--- src/design/hcar_pkg.sv ---
// constants and carrier types of the host cycle address router
package hcar_pkg;
	// ----------------------------------------
	// register offsets
	// ----------------------------------------
	localparam logic [7:0] OFS_BRIDGE_CONTROL = 8'h3e;
	localparam logic [7:0] OFS_SEC_COMMAND = 8'h04;
	localparam logic [7:0] OFS_IO_BASE = 8'h1c;
	localparam logic [7:0] OFS_IO_LIMIT = 8'h1d;
	localparam logic [7:0] OFS_MEM_BASE = 8'h20;
	localparam logic [7:0] OFS_MEM_LIMIT = 8'h22;
	localparam logic [7:0] OFS_PF_BASE = 8'h24;
	localparam logic [7:0] OFS_PF_LIMIT = 8'h26;
	localparam logic [7:0] OFS_TOP_DRAM = 8'h60;
	localparam logic [7:0] OFS_HOLE_CTRL = 8'h64;
	localparam logic [7:0] OFS_SEG_READ = 8'h68;
	localparam logic [7:0] OFS_SEG_WRITE = 8'h6c;
	localparam logic [7:0] OFS_STATUS = 8'h70;
	// ----------------------------------------
	// field positions
	// ----------------------------------------
	localparam int BC_VGA_BIT = 3;
	localparam int BC_ISA_BIT = 2;
	localparam int BC_SERR_BIT = 1;
	localparam int BC_PERR_BIT = 0;
	localparam int CMD_SERRE_BIT = 8;
	localparam int HOLE_DOS_BIT = 0;
	localparam int HOLE_MEMWIN_BIT = 1;
	localparam int NUM_SEGMENTS = 13;
	// ----------------------------------------
	// reset values
	// ----------------------------------------
	localparam logic [15:0] RST_BRIDGE_CONTROL = 16'h0000;
	localparam logic [15:0] RST_SEC_COMMAND = 16'h0000;
	localparam logic [7:0] RST_IO_BASE = 8'hf0;
	localparam logic [7:0] RST_IO_LIMIT = 8'h00;
	localparam logic [15:0] RST_MEM_BASE = 16'hfff0;
	localparam logic [15:0] RST_MEM_LIMIT = 16'h0000;
	localparam logic [11:0] RST_TOP_DRAM = 12'h000;
	localparam logic [12:0] RST_SEG = 13'h0000;
	// ----------------------------------------
	// address map
	// ----------------------------------------
	localparam logic [31:0] VGA_MEM_LO = 32'h000a0000;
	localparam logic [31:0] VGA_MEM_HI = 32'h000bffff;
	localparam logic [9:0] VGA_IO_A_LO = 10'h3b0;
	localparam logic [9:0] VGA_IO_A_HI = 10'h3bb;
	localparam logic [9:0] VGA_IO_B_LO = 10'h3c0;
	localparam logic [9:0] VGA_IO_B_HI = 10'h3df;
	localparam logic [31:0] DOS_LO_TOP = 32'h0007ffff;
	localparam logic [31:0] DOS_HI_TOP = 32'h0009ffff;
	localparam logic [31:0] EXP_BASE = 32'h000c0000;
	localparam logic [31:0] ONE_MB = 32'h00100000;
	localparam int SEG_SHIFT = 14;
	localparam int SEG_FIRST_BIOS = 12;
	localparam logic [19:0] LOW_ZERO = 20'h00000;
	localparam logic [19:0] LOW_ONES = 20'hfffff;

	typedef enum logic [1:0] {
		TGT_MEMORY,
		TGT_PCI,
		TGT_GRAPHICS,
		TGT_LOCAL
	} hcar_target_t;

	typedef struct packed {
		logic isIo;
		logic isWrite;
		logic [35:0] addr;
	} hcar_cycle_t;

	typedef struct packed {
		hcar_target_t target;
		logic zeroRead;
		logic dropWrite;
	} hcar_route_t;
endpackage

--- src/design/hcar_seg_attr.sv ---
// per-segment read and write enables of the compatibility area
`timescale 1ns/1ps
module hcar_seg_attr
	import hcar_pkg::*;
#(
	parameter int SEGS = NUM_SEGMENTS
) (
	// clock and reset
	input wire logic core_clk,
	input wire logic sys_rst,
	// write side
	input wire logic wrRead,
	input wire logic wrWrite,
	input wire logic [SEGS-1:0] wrData,
	// lookup side
	input wire logic [3:0] segIdx,
	output logic segReadEn,
	output logic segWriteEn,
	output logic [SEGS-1:0] readMask,
	output logic [SEGS-1:0] writeMask
);
	logic [SEGS-1:0] rdEn_q;
	logic [SEGS-1:0] wrEn_q;

	always_ff @(posedge core_clk or posedge sys_rst) begin
		if (sys_rst) begin
			rdEn_q <= SEGS'(RST_SEG);
		end else if (wrRead) begin
			rdEn_q <= wrData;
		end
	end

	always_ff @(posedge core_clk or posedge sys_rst) begin
		if (sys_rst) begin
			wrEn_q <= SEGS'(RST_SEG);
		end else if (wrWrite) begin
			wrEn_q <= wrData;
		end
	end

	always_comb begin
		segReadEn = 1'b0;
		segWriteEn = 1'b0;
		if (32'(segIdx) < SEGS) begin
			segReadEn = rdEn_q[segIdx];
			segWriteEn = wrEn_q[segIdx];
		end
	end

	assign readMask = rdEn_q;
	assign writeMask = wrEn_q;
endmodule

--- src/design/hcar_router.sv ---
// host cycle address router: routing decode, error forwarding and control registers
// Contract
// - VGA bit on: memory A0000h-BFFFFh goes to graphics port.
// - VGA bit on: I/O low ten bits 3B0-3BB, 3C0-3DF go graphics; aliases match.
// - VGA forwarding ignores base/limit windows and ISA filtering.
// - VGA bit off: VGA ranges go PCI unless inside a programmed window.
// - ISA filter on: window I/O in last 768 bytes of 1 KB goes PCI.
// - ISA filter off: all I/O inside the I/O window goes graphics.
// - SERR forwarded only when forward bit, secondary SERR enable and input all set.
// - parity always generated on graphics transfers.
// - parity response bit gates graphics parity error report; clear ignores errors.
// - parity bit with secondary SERR enable reports address parity via SERR.
// - accesses at or above 4 GB are claimed and terminated locally.
// - above 4 GB writes discard data, reads return zero.
// - no dual address cycles on PCI or graphics port.
// - memory above top of DRAM, video, holes, memory window go PCI; code sends window hits to graphics unless hole control bit 1 is set.
// - first megabyte split into DOS, option, video, expansion, BIOS regions.
// - thirteen segments with read/write enables; 512-640 KB to DRAM or PCI.
// - decode 4 GB memory space and 64 KB I/O space.
// - memory windows use bits 31:20; base low bits zero, limit ones.
//
// Implementation choices: the strobed register port and the register addresses.
`timescale 1ns/1ps
module hcar_router
	import hcar_pkg::*;
(
	// clock and reset
	input wire logic core_clk,
	input wire logic sys_rst,
	// register port
	input wire logic [7:0] regAddr,
	input wire logic [15:0] regWrData,
	input wire logic regWrite,
	input wire logic regRead,
	output logic [15:0] regRdData,
	// host cycle request
	input wire logic cycValid,
	input wire hcar_cycle_t cycIn,
	output logic routeValid,
	output hcar_route_t routeOut,
	// graphics port data and parity
	input wire logic [31:0] gfxData,
	input wire logic gfxParityIn,
	input wire logic gfxAddrPhase,
	input wire logic gfxDataPhase,
	input wire logic graphics_system_error_in_n,
	output logic gfxParityOut,
	output logic graphics_parity_error_out_n,
	output logic primarySerr_n,
	output logic dualAddrCycleEn
);
	// ----------------------------------------
	// registers
	// ----------------------------------------
	logic [15:0] bridge_control_q;
	logic [15:0] secondary_command_reg_q;
	logic [7:0] io_window_base_q;
	logic [7:0] io_window_limit_q;
	logic [15:0] mem_window_base_q;
	logic [15:0] mem_window_limit_q;
	logic [15:0] prefetch_window_base_q;
	logic [15:0] prefetch_window_limit_q;
	logic [11:0] topDram_q;
	logic [1:0] holeCtrl_q;
	logic [15:0] regRdData_q;
	logic [1:0] lastTarget_q;
	logic [3:0] segIdx;
	logic segReadEn;
	logic segWriteEn;
	logic [NUM_SEGMENTS-1:0] segReadMask;
	logic [NUM_SEGMENTS-1:0] segWriteMask;

	function automatic logic winHit(input logic [31:0] a, input logic [15:0] b, input logic [15:0] l);
		winHit = (a >= {b[15:4], LOW_ZERO}) && (a <= {l[15:4], LOW_ONES});
	endfunction

	function automatic logic inRange10(input logic [9:0] a, input logic [9:0] lo, input logic [9:0] hi);
		inRange10 = (a >= lo) && (a <= hi);
	endfunction

	always_ff @(posedge core_clk or posedge sys_rst) begin
		if (sys_rst) begin
			bridge_control_q <= RST_BRIDGE_CONTROL;
			secondary_command_reg_q <= RST_SEC_COMMAND;
			io_window_base_q <= RST_IO_BASE;
			io_window_limit_q <= RST_IO_LIMIT;
			mem_window_base_q <= RST_MEM_BASE;
			mem_window_limit_q <= RST_MEM_LIMIT;
			prefetch_window_base_q <= RST_MEM_BASE;
			prefetch_window_limit_q <= RST_MEM_LIMIT;
			topDram_q <= RST_TOP_DRAM;
			holeCtrl_q <= 2'h0;
		end else if (regWrite) begin
			case (regAddr)
				OFS_BRIDGE_CONTROL: bridge_control_q <= {12'h000, regWrData[3:0]};
				OFS_SEC_COMMAND: secondary_command_reg_q <= regWrData;
				OFS_IO_BASE: io_window_base_q <= {regWrData[7:4], 4'h0};
				OFS_IO_LIMIT: io_window_limit_q <= {regWrData[7:4], 4'h0};
				OFS_MEM_BASE: mem_window_base_q <= {regWrData[15:4], 4'h0};
				OFS_MEM_LIMIT: mem_window_limit_q <= {regWrData[15:4], 4'h0};
				OFS_PF_BASE: prefetch_window_base_q <= {regWrData[15:4], 4'h0};
				OFS_PF_LIMIT: prefetch_window_limit_q <= {regWrData[15:4], 4'h0};
				OFS_TOP_DRAM: topDram_q <= regWrData[11:0];
				OFS_HOLE_CTRL: holeCtrl_q <= regWrData[1:0];
				default: begin
				end
			endcase
		end
	end

	// ----------------------------------------
	// segment attributes
	// ----------------------------------------
	hcar_seg_attr #(.SEGS(NUM_SEGMENTS)) hcar_seg_attr_i (
		.core_clk(core_clk),
		.sys_rst(sys_rst),
		.wrRead(regWrite && regAddr == OFS_SEG_READ),
		.wrWrite(regWrite && regAddr == OFS_SEG_WRITE),
		.wrData(regWrData[NUM_SEGMENTS-1:0]),
		.segIdx(segIdx),
		.segReadEn(segReadEn),
		.segWriteEn(segWriteEn),
		.readMask(segReadMask),
		.writeMask(segWriteMask)
	);

	// ----------------------------------------
	// read port
	// ----------------------------------------
	always_ff @(posedge core_clk or posedge sys_rst) begin
		if (sys_rst) begin
			regRdData_q <= 16'h0000;
		end else if (regRead) begin
			case (regAddr)
				OFS_BRIDGE_CONTROL: regRdData_q <= bridge_control_q;
				OFS_SEC_COMMAND: regRdData_q <= secondary_command_reg_q;
				OFS_IO_BASE: regRdData_q <= {8'h00, io_window_base_q};
				OFS_IO_LIMIT: regRdData_q <= {8'h00, io_window_limit_q};
				OFS_MEM_BASE: regRdData_q <= mem_window_base_q;
				OFS_MEM_LIMIT: regRdData_q <= mem_window_limit_q;
				OFS_PF_BASE: regRdData_q <= prefetch_window_base_q;
				OFS_PF_LIMIT: regRdData_q <= prefetch_window_limit_q;
				OFS_TOP_DRAM: regRdData_q <= {4'h0, topDram_q};
				OFS_HOLE_CTRL: regRdData_q <= {14'h0000, holeCtrl_q};
				OFS_SEG_READ: regRdData_q <= {3'h0, segReadMask};
				OFS_SEG_WRITE: regRdData_q <= {3'h0, segWriteMask};
				OFS_STATUS: regRdData_q <= {14'h0000, lastTarget_q};
				default: regRdData_q <= 16'h0000;
			endcase
		end else begin
			regRdData_q <= 16'h0000;
		end
	end
	assign regRdData = regRdData_q;

	// ----------------------------------------
	// address decode
	// ----------------------------------------
	logic [31:0] a32;
	logic above4g;
	logic vgaOn;
	logic isaOn;
	logic vgaMem;
	logic vgaIo;
	logic ioWin;
	logic isaAlias;
	logic memWin;
	logic pfWin;
	logic compat;
	logic [3:0] segRaw;
	hcar_target_t tgt;

	assign a32 = cycIn.addr[31:0];
	assign above4g = |cycIn.addr[35:32];
	assign vgaOn = bridge_control_q[BC_VGA_BIT];
	assign isaOn = bridge_control_q[BC_ISA_BIT];
	assign vgaMem = (a32 >= VGA_MEM_LO) && (a32 <= VGA_MEM_HI);
	assign vgaIo = inRange10(a32[9:0], VGA_IO_A_LO, VGA_IO_A_HI)
		|| inRange10(a32[9:0], VGA_IO_B_LO, VGA_IO_B_HI);
	// I/O window uses 4 KB granularity over the 64 KB space
	assign ioWin = (a32[15:12] >= io_window_base_q[7:4]) && (a32[15:12] <= io_window_limit_q[7:4]);
	assign isaAlias = a32[9:8] != 2'b00;
	assign memWin = winHit(a32, mem_window_base_q, mem_window_limit_q);
	assign pfWin = winHit(a32, prefetch_window_base_q, prefetch_window_limit_q);
	assign compat = a32 < ONE_MB;
	assign segRaw = 4'((a32 - EXP_BASE) >> SEG_SHIFT);
	// the system bios area is one segment: every 16 KB step above it folds onto the last index
	assign segIdx = (a32 >= EXP_BASE && compat)
		? ((segRaw > 4'(SEG_FIRST_BIOS)) ? 4'(SEG_FIRST_BIOS) : segRaw) : 4'hf;

	always_comb begin
		tgt = TGT_PCI;
		if (above4g) begin
			tgt = TGT_LOCAL;
		end else if (cycIn.isIo) begin
			if (vgaOn && vgaIo) begin
				tgt = TGT_GRAPHICS;
			end else if (ioWin && !(isaOn && isaAlias)) begin
				tgt = TGT_GRAPHICS;
			end else begin
				tgt = TGT_PCI;
			end
		end else if (vgaMem) begin
			tgt = (vgaOn || memWin || pfWin) ? TGT_GRAPHICS : TGT_PCI;
		end else if (memWin || pfWin) begin
			tgt = holeCtrl_q[HOLE_MEMWIN_BIT] ? TGT_PCI : TGT_GRAPHICS;
		end else if (a32 <= DOS_LO_TOP) begin
			tgt = TGT_MEMORY;
		end else if (a32 <= DOS_HI_TOP) begin
			tgt = holeCtrl_q[HOLE_DOS_BIT] ? TGT_PCI : TGT_MEMORY;
		end else if (compat) begin
			if (cycIn.isWrite) begin
				tgt = segWriteEn ? TGT_MEMORY : TGT_PCI;
			end else begin
				tgt = segReadEn ? TGT_MEMORY : TGT_PCI;
			end
		end else if (a32[31:20] > topDram_q) begin
			tgt = TGT_PCI;
		end else begin
			tgt = TGT_MEMORY;
		end
	end

	// ----------------------------------------
	// route output
	// ----------------------------------------
	logic routeValid_q;
	hcar_route_t route_q;

	always_ff @(posedge core_clk or posedge sys_rst) begin
		if (sys_rst) begin
			routeValid_q <= 1'b0;
			route_q <= '{target: TGT_PCI, zeroRead: 1'b0, dropWrite: 1'b0};
		end else begin
			routeValid_q <= cycValid;
			if (cycValid) begin
				route_q.target <= tgt;
				route_q.zeroRead <= above4g && !cycIn.isWrite;
				route_q.dropWrite <= above4g && cycIn.isWrite;
			end
		end
	end

	always_ff @(posedge core_clk or posedge sys_rst) begin
		if (sys_rst) begin
			lastTarget_q <= 2'h1;
		end else if (cycValid) begin
			lastTarget_q <= 2'(tgt);
		end
	end

	assign routeValid = routeValid_q;
	assign routeOut = route_q;

	// ----------------------------------------
	// parity and system error
	// ----------------------------------------
	logic [1:0] gserrSync_q;
	logic [1:0] parSync_q;
	logic perr_n_q;
	logic serr_n_q;
	logic genPar_q;
	logic dac_q;
	logic parErr;
	logic perrOn;
	logic serreOn;

	always_ff @(posedge core_clk or posedge sys_rst) begin
		if (sys_rst) begin
			gserrSync_q <= 2'b11;
		end else begin
			gserrSync_q <= {gserrSync_q[0], graphics_system_error_in_n};
		end
	end

	always_ff @(posedge core_clk or posedge sys_rst) begin
		if (sys_rst) begin
			parSync_q <= 2'b00;
		end else begin
			parSync_q <= {parSync_q[0], gfxParityIn};
		end
	end

	assign perrOn = bridge_control_q[BC_PERR_BIT];
	assign serreOn = secondary_command_reg_q[CMD_SERRE_BIT];
	assign parErr = (^gfxData) != parSync_q[1];

	always_ff @(posedge core_clk or posedge sys_rst) begin
		if (sys_rst) begin
			genPar_q <= 1'b0;
		end else begin
			genPar_q <= ^gfxData;
		end
	end

	always_ff @(posedge core_clk or posedge sys_rst) begin
		if (sys_rst) begin
			perr_n_q <= 1'b1;
		end else begin
			perr_n_q <= !(perrOn && gfxDataPhase && parErr);
		end
	end

	always_ff @(posedge core_clk or posedge sys_rst) begin
		if (sys_rst) begin
			serr_n_q <= 1'b1;
		end else begin
			serr_n_q <= !((bridge_control_q[BC_SERR_BIT] && serreOn && !gserrSync_q[1])
				|| (perrOn && serreOn && gfxAddrPhase && parErr));
		end
	end

	always_ff @(posedge core_clk or posedge sys_rst) begin
		if (sys_rst) begin
			dac_q <= 1'b0;
		end else begin
			dac_q <= 1'b0;
		end
	end

	assign gfxParityOut = genPar_q;
	assign graphics_parity_error_out_n = perr_n_q;
	assign primarySerr_n = serr_n_q;
	assign dualAddrCycleEn = dac_q;
endmodule

--- config.mk ---
export PLATFORM = sky130hd
export DESIGN_NAME = hcar_router
export DESIGN_NICKNAME = d
export VERILOG_FILES = /design/src/design/hcar_pkg.sv /design/src/design/hcar_seg_attr.sv /design/src/design/hcar_router.sv
export SDC_FILE = /design/constraint.sdc
export NUM_CORES = 1
export LEC_CHECK = 0
export BUFFER_PORTS_ARGS = -buffer_cell sky130_fd_sc_hd__buf_2
export CAP_MARGIN = 10
export CORE_UTILIZATION = 64
export CTS_BUF_LIST = sky130_fd_sc_hd__clkbuf_4 sky130_fd_sc_hd__clkbuf_8
export CTS_CLUSTER_SIZE = 8
export DETAILED_ROUTE_END_ITERATION = 16
export MAX_ROUTING_LAYER = met4
export PLACE_DENSITY = 0.88
export SETUP_SLACK_MARGIN = 0.5
export SLEW_MARGIN = 15
export SYNTH_ARGS = -nofsm -noshare
export SYNTH_HDL_FRONTEND = slang
export SYNTH_HIERARCHICAL = 1
export SYNTH_SLANG_ARGS = --single-unit
--- constraint.sdc ---
create_clock -name core_clk -period 12.8 [get_ports core_clk]
set_clock_uncertainty 0.15 [all_clocks]
set_input_delay 3.84 -clock core_clk [delete_from_list [all_inputs] [get_ports core_clk]]
set_output_delay 3.84 -clock core_clk [all_outputs]
set_load 0.1 [all_outputs]
Yosys cells after proc, flatten, opt, wreduce, memory -nomap -nowiden
Index checks and enable logic that the tools add are counted.

storage, ports and cells
  ROM bits = 0
  bits in registers = 144
  word-level logic and storage cells = 127
  bits of input ports = 103
  latch bits = 0
  bits in writable memories = 0
  memories = 0
  output and inout bits = 25

cells by class
  multiply operators = 0
  equal/unequal tests = 14
  shift operators = 0
  magnitude comparators = 20
  multiplexer cells = 26
  bitwise gates (word level) = 0
  reductions and logical operators = 44
  divide/modulo/power cells = 0
  add/subtract/negate cells = 1

operators by type and width
  kind                                                               count
  case mux 16 bit (13 select lines)                                  1
  >= comparator 32 x 20 -> 1 bit (second input constant)             2
  >= comparator 32 bit                                               2
  less-or-equal comparator 32 x 20 -> 1 bit (second input constant)  2
  less-or-equal comparator 32 bit                                    2
  == test 8 x 6 -> 1 bit (second input constant)                     5
  == test 8 x 7 -> 1 bit (second input constant)                     5
  less-or-equal comparator 32 x 19 -> 1 bit (second input constant)  1
  less-than comparator 32 x 21 -> 1 bit (second input constant)      1
  XOR reduction 32 bit                                               1
  two-way mux 2 bit                                                  11
  logical AND 1 bit                                                  21
  >= comparator 10 bit (second input constant)                       2
  less-or-equal comparator 10 bit (second input constant)            2
  AND reduction 2 bit                                                10
  subtractor 18 x 1 -> 18 bit (second input constant)                1
  == test 8 x 5 -> 1 bit (second input constant)                     2
  two-way mux 16 bit                                                 1
  > comparator 12 bit                                                1
  two-way mux 1 bit                                                  9
  binary-select mux 1 bit (select 4 bit)                             2
  == test 8 x 3 -> 1 bit (second input constant)                     1
  two-way mux 4 bit                                                  2
  logical NOT 1 bit                                                  5
  other kinds (9)                                                    13

Longest topological paths before layout
  depth after elaboration = 16
  mapped depth = 16
  mapped depth without buffers = 15

By module
Netlist, hierarchy kept.

modules (own cells, without submodules)
  module         times used  sequential area each (um^2)  area each (um^2)  cells an instance
  hcar_router    1           2994.1                       7338.3            695
  hcar_seg_attr  1           650.6                        1206.2            80

Worst setup path before layout
Ideal clock, no wire load.

  path kind = input port to flip-flop
  start point = in cycIn[25] (netlist bit)
  end point = reg lastTarget_q[0]
  data required time = 12.588 ns
  data arrival time = 6.406 ns
  path buffers = 1
  setup slack = 6.181 ns
  library setup time = 0.062 ns
  stages on the path = 16
  cells stage by stage = nor4_1 -> and3_1 -> nand3_1 -> or2_2 -> clkbuf_2 -> mux4_2 -> and2_1 -> a211oi_2 -> a21oi_1 -> mux2_2 -> a21oi_1 -> nand3_1 -> o31ai_1 -> nand2_1 -> mux2i_1 -> o41a_1

between the ends
  word-level cells in the longest chain between the ends = 15
  elaborated cells on any way between the ends = 38
  those cells by class = order compare: 12; mux: 19; reduce/logical: 7

RTL lines
  what                                                                                            RTL line                                source
  start, declared                                                                                 hcar_router.sv:38                       input wire hcar_cycle_t cycIn,
  >= comparator 32 x 20 -> 1 bit / less-than comparator 32 x 21 -> 1 bit (equally long branches)  hcar_router.sv:188, hcar_router.sv:185
  logical AND 1 bit *                                                                             hcar_router.sv:188                      assign segIdx = (a32 >= EXP_BASE && compat)
  two-way mux 4 bit *                                                                             hcar_router.sv:189                      ? ((segRaw > 4'(SEG_FIRST_BIOS)) ? 4'(SEG_FIRST_BIOS) : segRaw) : 4'hf;
  net segIdx[3]                                                                                   hcar_router.sv:67                       logic [3:0] segIdx;
  binary-select mux 1 bit (select 4 bit)                                                          hcar_seg_attr.sv:46                     segWriteEn = wrEn_q[segIdx];
  two-way mux 1 bit (not written as such)                                                         hcar_seg_attr.sv:46
  two-way mux 1 bit *                                                                             hcar_seg_attr.sv:44                     if (32'(segIdx) < SEGS) begin
  net segWriteEn                                                                                  hcar_router.sv:69                       logic segWriteEn;
  two-way mux 1 bit *                                                                             hcar_router.sv:213                      tgt = segWriteEn ? TGT_MEMORY : TGT_PCI;
  two-way mux 1 bit *                                                                             hcar_router.sv:212                      if (cycIn.isWrite) begin
  two-way mux 2 bit *                                                                             hcar_router.sv:211                      end else if (compat) begin
  two-way mux 2 bit *                                                                             hcar_router.sv:209                      end else if (a32 <= DOS_HI_TOP) begin
  two-way mux 2 bit *                                                                             hcar_router.sv:207                      end else if (a32 <= DOS_LO_TOP) begin
  two-way mux 2 bit *                                                                             hcar_router.sv:205                      end else if (memWin || pfWin) begin
  two-way mux 2 bit *                                                                             hcar_router.sv:203                      end else if (vgaMem) begin
  two-way mux 2 bit *                                                                             hcar_router.sv:195                      end else if (cycIn.isIo) begin
  two-way mux 2 bit *                                                                             hcar_router.sv:193                      if (above4g) begin
  end signal, assigned                                                                            hcar_router.sv:248                      lastTarget_q <= 2'(tgt);
  end, declared                                                                                   hcar_router.sv:66                       logic [1:0] lastTarget_q;

The timed path passes the listed nets; every way through them passes the cells marked *. The select of a mux whose other input is x is not followed.
A chain may end at the register's enable or synchronous reset.

Worst setup path after layout
  start point = in cycIn[30] (netlist bit)
  end point = reg lastTarget_q[0]

The elaborated chain is that of the path after synthesis.

==> flow_results.xml <==
<?xml version="1.0" encoding="UTF-8"?>
<metrics>
  <group name="run_status">
    <metric name="outcome" unit="">finished clean</metric>
  </group>
  <group name="timing">
    <metric name="layout_min_cycle_time" unit="ps">6850</metric>
    <metric name="fin_crit_sh" unit="%">53.5</metric>
    <metric name="post-route-worst-setup-slack" unit="ps">5950</metric>
    <metric name="grt_setup_unrepaired" unit="">false</metric>
    <metric name="timing.max_slew.rel_slack" unit="%">29.5</metric>
    <metric name="fin_setup_tns" unit="ps">0</metric>
    <metric name="final-max-slew-violation-count" unit="">0</metric>
    <metric name="setup-violations-final" unit="">0</metric>
    <metric name="max_freq" unit="MHz">146</metric>
    <metric name="worstMarginPinSlew" unit="ps">1050</metric>
    <metric name="timing_hold_violations_final" unit="">0</metric>
  </group>
  <group name="cells_and_area">
    <metric name="finish.instance_area" unit="µm²">9730</metric>
    <metric name="syn2layout_area_growth" unit="%">13.8</metric>
    <metric name="utilization" unit="%">75.8</metric>
    <metric name="mostFrequentLayoutCells" unit="">sky130_fd_sc_hd__buf_2, sky130_fd_sc_hd__mux2_2, sky130_fd_sc_hd__dfrtp_1</metric>
    <metric name="most_common_cell_after_layout_fill_and_taps_aside" unit="">sky130_fd_sc_hd__buf_2</metric>
    <metric name="post_route_cells_drive_above_1_share" unit="%">36.0</metric>
    <metric name="nets" unit="">1073</metric>
  </group>
  <group name="logic_synthesis">
    <metric name="synthDistinctLibCells" unit="">57</metric>
    <metric name="synth_top_cell_by_area" unit="">sky130_fd_sc_hd__dfrtp_1</metric>
    <metric name="synth_fp_nets" unit="">946</metric>
    <metric name="synth_seq_area_share" unit="%">42.7</metric>
    <metric name="syn-instance-count" unit="">775</metric>
    <metric name="dominantRegCellSynth" unit="">sky130_fd_sc_hd__dfrtp_1</metric>
    <metric name="netlist_top_cells_area" unit="">sky130_fd_sc_hd__dfrtp_1, sky130_fd_sc_hd__mux2_2, sky130_fd_sc_hd__dfstp_2</metric>
    <metric name="synth_top_cell_area_share" unit="%">32.5</metric>
    <metric name="synth-async-reset-ratio" unit="%">100</metric>
    <metric name="number_of_enable_type_register_cells_in_the_synthesized_netlist" unit="">0</metric>
    <metric name="synth_area" unit="µm²">8540</metric>
    <metric name="synth_seq_cells" unit="">144</metric>
    <metric name="synth_warnings" unit="">6</metric>
    <metric name="synthesis.area_per_instance" unit="µm²">11.0</metric>
  </group>
  <group name="power">
    <metric name="power.total" unit="mW">1.04</metric>
    <metric name="irDropWorstVdd" unit="µV">100</metric>
    <metric name="leakagePower" unit="nW">4.51</metric>
    <metric name="power.density_cell_area" unit="nW/µm²">107</metric>
  </group>
  <group name="setup_path">
    <metric name="critPathLaunch" unit="">cycIn[30]</metric>
    <metric name="r2r_end" unit="">lastTarget_q[0]$_DFFE_PP1P_</metric>
    <metric name="ff2ff_setup_slack" unit="ps">9830</metric>
    <metric name="critical_path_arrival" unit="ps">7100</metric>
    <metric name="path_class" unit="">primary input to flop</metric>
    <metric name="end_kind" unit="">flop</metric>
    <metric name="worst_ep_required" unit="ps">13050</metric>
    <metric name="category_of_the_worst_setup_path_launch_point" unit="">primary input</metric>
    <metric name="worst-path-max-fanout" unit="">10</metric>
    <metric name="ff2ff_path_depth" unit="">10</metric>
    <metric name="rr_startpoint" unit="">mem_window_base_q[11]$_DFFE_PP1P_</metric>
  </group>
  <group name="routing">
    <metric name="wire_length_per_cell" unit="µm">21.2</metric>
    <metric name="via_count" unit="">6932</metric>
    <metric name="route.antenna.remaining_nets" unit="">0</metric>
    <metric name="vias_per_cell" unit="">6.37</metric>
    <metric name="drt_iter0_drc" unit="">737</metric>
    <metric name="drt-pass1-iter-count" unit="">8</metric>
    <metric name="postRouteWirelength" unit="µm">23100</metric>
    <metric name="drc" unit="">0</metric>
  </group>
  <group name="die">
    <metric name="initial_core_util" unit="%">66.6</metric>
    <metric name="die_width" unit="µm">118</metric>
    <metric name="die_footprint" unit="µm²">13800</metric>
    <metric name="chipHeight" unit="µm">118</metric>
    <metric name="placeableCoreArea" unit="µm²">12800</metric>
    <metric name="ios" unit="">128</metric>
    <metric name="rows" unit="">41</metric>
  </group>
  <group name="cts">
    <metric name="cts_hold_buffers" unit="">0</metric>
    <metric name="cts_post_setup_buffers_inserted" unit="">0</metric>
    <metric name="cts_max_level" unit="">4</metric>
    <metric name="cts_buffers" unit="">17</metric>
    <metric name="clk_root_buf" unit="">sky130_fd_sc_hd__clkbuf_8</metric>
    <metric name="worstSkewPairLatency" unit="ps">470</metric>
    <metric name="cts.sinks" unit="">144</metric>
    <metric name="clkSlewWorstSetupHoldPaths" unit="ps">90</metric>
    <metric name="cts_resized" unit="">0</metric>
    <metric name="cts.path.max_buffers" unit="">2</metric>
    <metric name="cts_tree" unit="">built</metric>
  </group>
  <group name="hold_path">
    <metric name="worst_hold_end" unit="">gserrSync_q[1]$_DFF_PP1_</metric>
    <metric name="worst_hold_startpoint" unit="">gserrSync_q[0]$_DFF_PP1_</metric>
    <metric name="cell_depth_of_the_worst_hold_path" unit="">0</metric>
    <metric name="hold_path.class" unit="">flop to flop</metric>
  </group>
  <group name="placement">
    <metric name="io_buffer_count" unit="">126</metric>
    <metric name="gp_congestion" unit="">0.927</metric>
    <metric name="pre_cts_slack" unit="ps">5520</metric>
    <metric name="hpwlAfterDp" unit="µm">17100</metric>
    <metric name="dpl_cell_area" unit="µm²">9340</metric>
  </group>
  <group name="flow_run">
    <metric name="drv_cap" unit="">0</metric>
  </group>
  <group name="global_route">
    <metric name="maximum_number_of_pins_on_one_net_before_global_route_repair" unit="">87</metric>
    <metric name="grt_use_total" unit="%">35.8</metric>
    <metric name="total_global_routing_overflow" unit="">0</metric>
    <metric name="grt_first_pass_wirelength" unit="µm">36300</metric>
    <metric name="number_of_global_route_vias_before_repair" unit="">6825</metric>
    <metric name="antenna_found_initial" unit="">1</metric>
  </group>
</metrics>
-- area by class of cell --
type	count	area, µm²
multi-input combinational	535	4520
clock buffer	18	241
tap	172	215
inverter	71	269
clock inverter	14	146
fill	872	3100
antenna	1	2.50
sequential	144	3640
timing repair buffer	133	683
-- sequential cells by signal, indices dropped and copies added (netlist names) --
name,flops
regRdData,16
hcar_seg_attr_i/writeMask,13
holeCtrl_q,2
gserrSync_q,2
parSync_q,2
prefetch_window_limit_q,12
mem_window_base_q,12
prefetch_window_base_q,12
lastTarget_q,2
mem_window_limit_q,12
bridge_control_q,4
gfxParityOut,1
topDram_q,12
primarySerr_n,1
io_window_base_q,4
hcar_seg_attr_i/readMask,13
graphics_parity_error_out_n,1
secondary_command_reg_q,16
routeOut,2
io_window_limit_q,4
routeValid,1
-- power by group --
part	leakage [nW]	switching (mW)	internal, mW	total, mW
combinational	2.45	0.110	0.0765	0.186
clock	0.198	0.194	0.163	0.357
sequential	1.86	0.0163	0.480	0.496
-- worst max path at each step --
stage | endpoint | depth (start not counted)
2_1_floorplan | bridge_control_q[0]$_DFFE_PP0P_ | 1
3_3_place_gp | lastTarget_q[0]$_DFFE_PP1P_ | 16
3_5_place_dp | lastTarget_q[0]$_DFFE_PP1P_ | 16
4_1_cts | lastTarget_q[0]$_DFFE_PP1P_ | 16
5_1_grt | lastTarget_q[0]$_DFFE_PP1P_ | 16
6_report | lastTarget_q[0]$_DFFE_PP1P_ | 16
-- layer usage --
layer  wire [µm]  global-route usage [%]  up-vias
met5           0                       -        -
met1        9600                    46.3     3375
met4         900                    17.7        0
met3        1740                    6.06       57
li1            -                       -     3097
met2       10800                    54.9      403
-- Yosys cell counts (3+ instances only) --
| cell | instances |
|---|---|
| sky130_fd_sc_hd__mux2_2 | 121 |
| sky130_fd_sc_hd__dfrtp_1 | 111 |
| sky130_fd_sc_hd__inv_1 | 71 |
| sky130_fd_sc_hd__ha_1 | 68 |
| sky130_fd_sc_hd__a21oi_1 | 42 |
| sky130_fd_sc_hd__nand2_1 | 37 |
| sky130_fd_sc_hd__dfstp_2 | 33 |
| sky130_fd_sc_hd__xnor2_1 | 29 |
| sky130_fd_sc_hd__nor2_1 | 28 |
| sky130_fd_sc_hd__a22oi_1 | 24 |
| sky130_fd_sc_hd__mux2i_1 | 19 |
| sky130_fd_sc_hd__nand4_1 | 18 |
| sky130_fd_sc_hd__o21ai_0 | 15 |
| sky130_fd_sc_hd__clkbuf_1 | 14 |
| sky130_fd_sc_hd__nand3_1 | 14 |
| sky130_fd_sc_hd__a21o_1 | 13 |
| sky130_fd_sc_hd__nor4_1 | 11 |
| sky130_fd_sc_hd__nor2b_1 | 9 |
| sky130_fd_sc_hd__nor3_1 | 9 |
| sky130_fd_sc_hd__a222oi_1 | 8 |
| sky130_fd_sc_hd__a221oi_1 | 7 |
| sky130_fd_sc_hd__a31oi_1 | 6 |
| sky130_fd_sc_hd__o21a_1 | 6 |
| sky130_fd_sc_hd__and3_1 | 4 |
| sky130_fd_sc_hd__buf_2 | 4 |
| sky130_fd_sc_hd__buf_1 | 3 |
| sky130_fd_sc_hd__mux4_1 | 3 |
| sky130_fd_sc_hd__nand3b_1 | 3 |
| sky130_fd_sc_hd__o211ai_1 | 3 |
| sky130_fd_sc_hd__o31ai_1 | 3 |
| sky130_fd_sc_hd__or2_2 | 3 |
| sky130_fd_sc_hd__xor2_1 | 3 |
-- metrics by stage --
stage	instances	hold WS, ps
floorplan	775	181
global placement	1055	186
detailed placement	1055	188
CTS	1087	212
global route	1088	215
finish	1088	211
-- logic make-up (layout without fill, tap and decap cells) --
kind of cell / Yosys count / after routing / share of synthesized area, %
compound gates: 140 / 140 / 11.1
xor+xnor: 32 / 32 / 3.28
fa+ha+maj: 68 / 68 / 9.96
buf+inv: 96 / 236 / 4.47
flops: 144 / 144 / 42.7
mux: 144 / 144 / 19.4
other cells: 1 / 2 / 0.0439
simple gates: 150 / 150 / 9.14
-- worst max-delay path, cell delays in order --
cell                       delay (ps)
sky130_fd_sc_hd__buf_2            140
sky130_fd_sc_hd__nor4_1           310
sky130_fd_sc_hd__and3_1           340
sky130_fd_sc_hd__nand3_1          160
sky130_fd_sc_hd__a21o_1           360
sky130_fd_sc_hd__mux4_2           490
sky130_fd_sc_hd__and2_1           180
sky130_fd_sc_hd__a211oi_2         190
sky130_fd_sc_hd__a21oi_1           70
sky130_fd_sc_hd__mux2_2           270
sky130_fd_sc_hd__a21oi_1          140
sky130_fd_sc_hd__nand3_1           80
sky130_fd_sc_hd__o31ai_1          100
sky130_fd_sc_hd__nand2_1          100
sky130_fd_sc_hd__mux2i_1          160
sky130_fd_sc_hd__o41a_1           160
(Power assumes the default switching activity.)
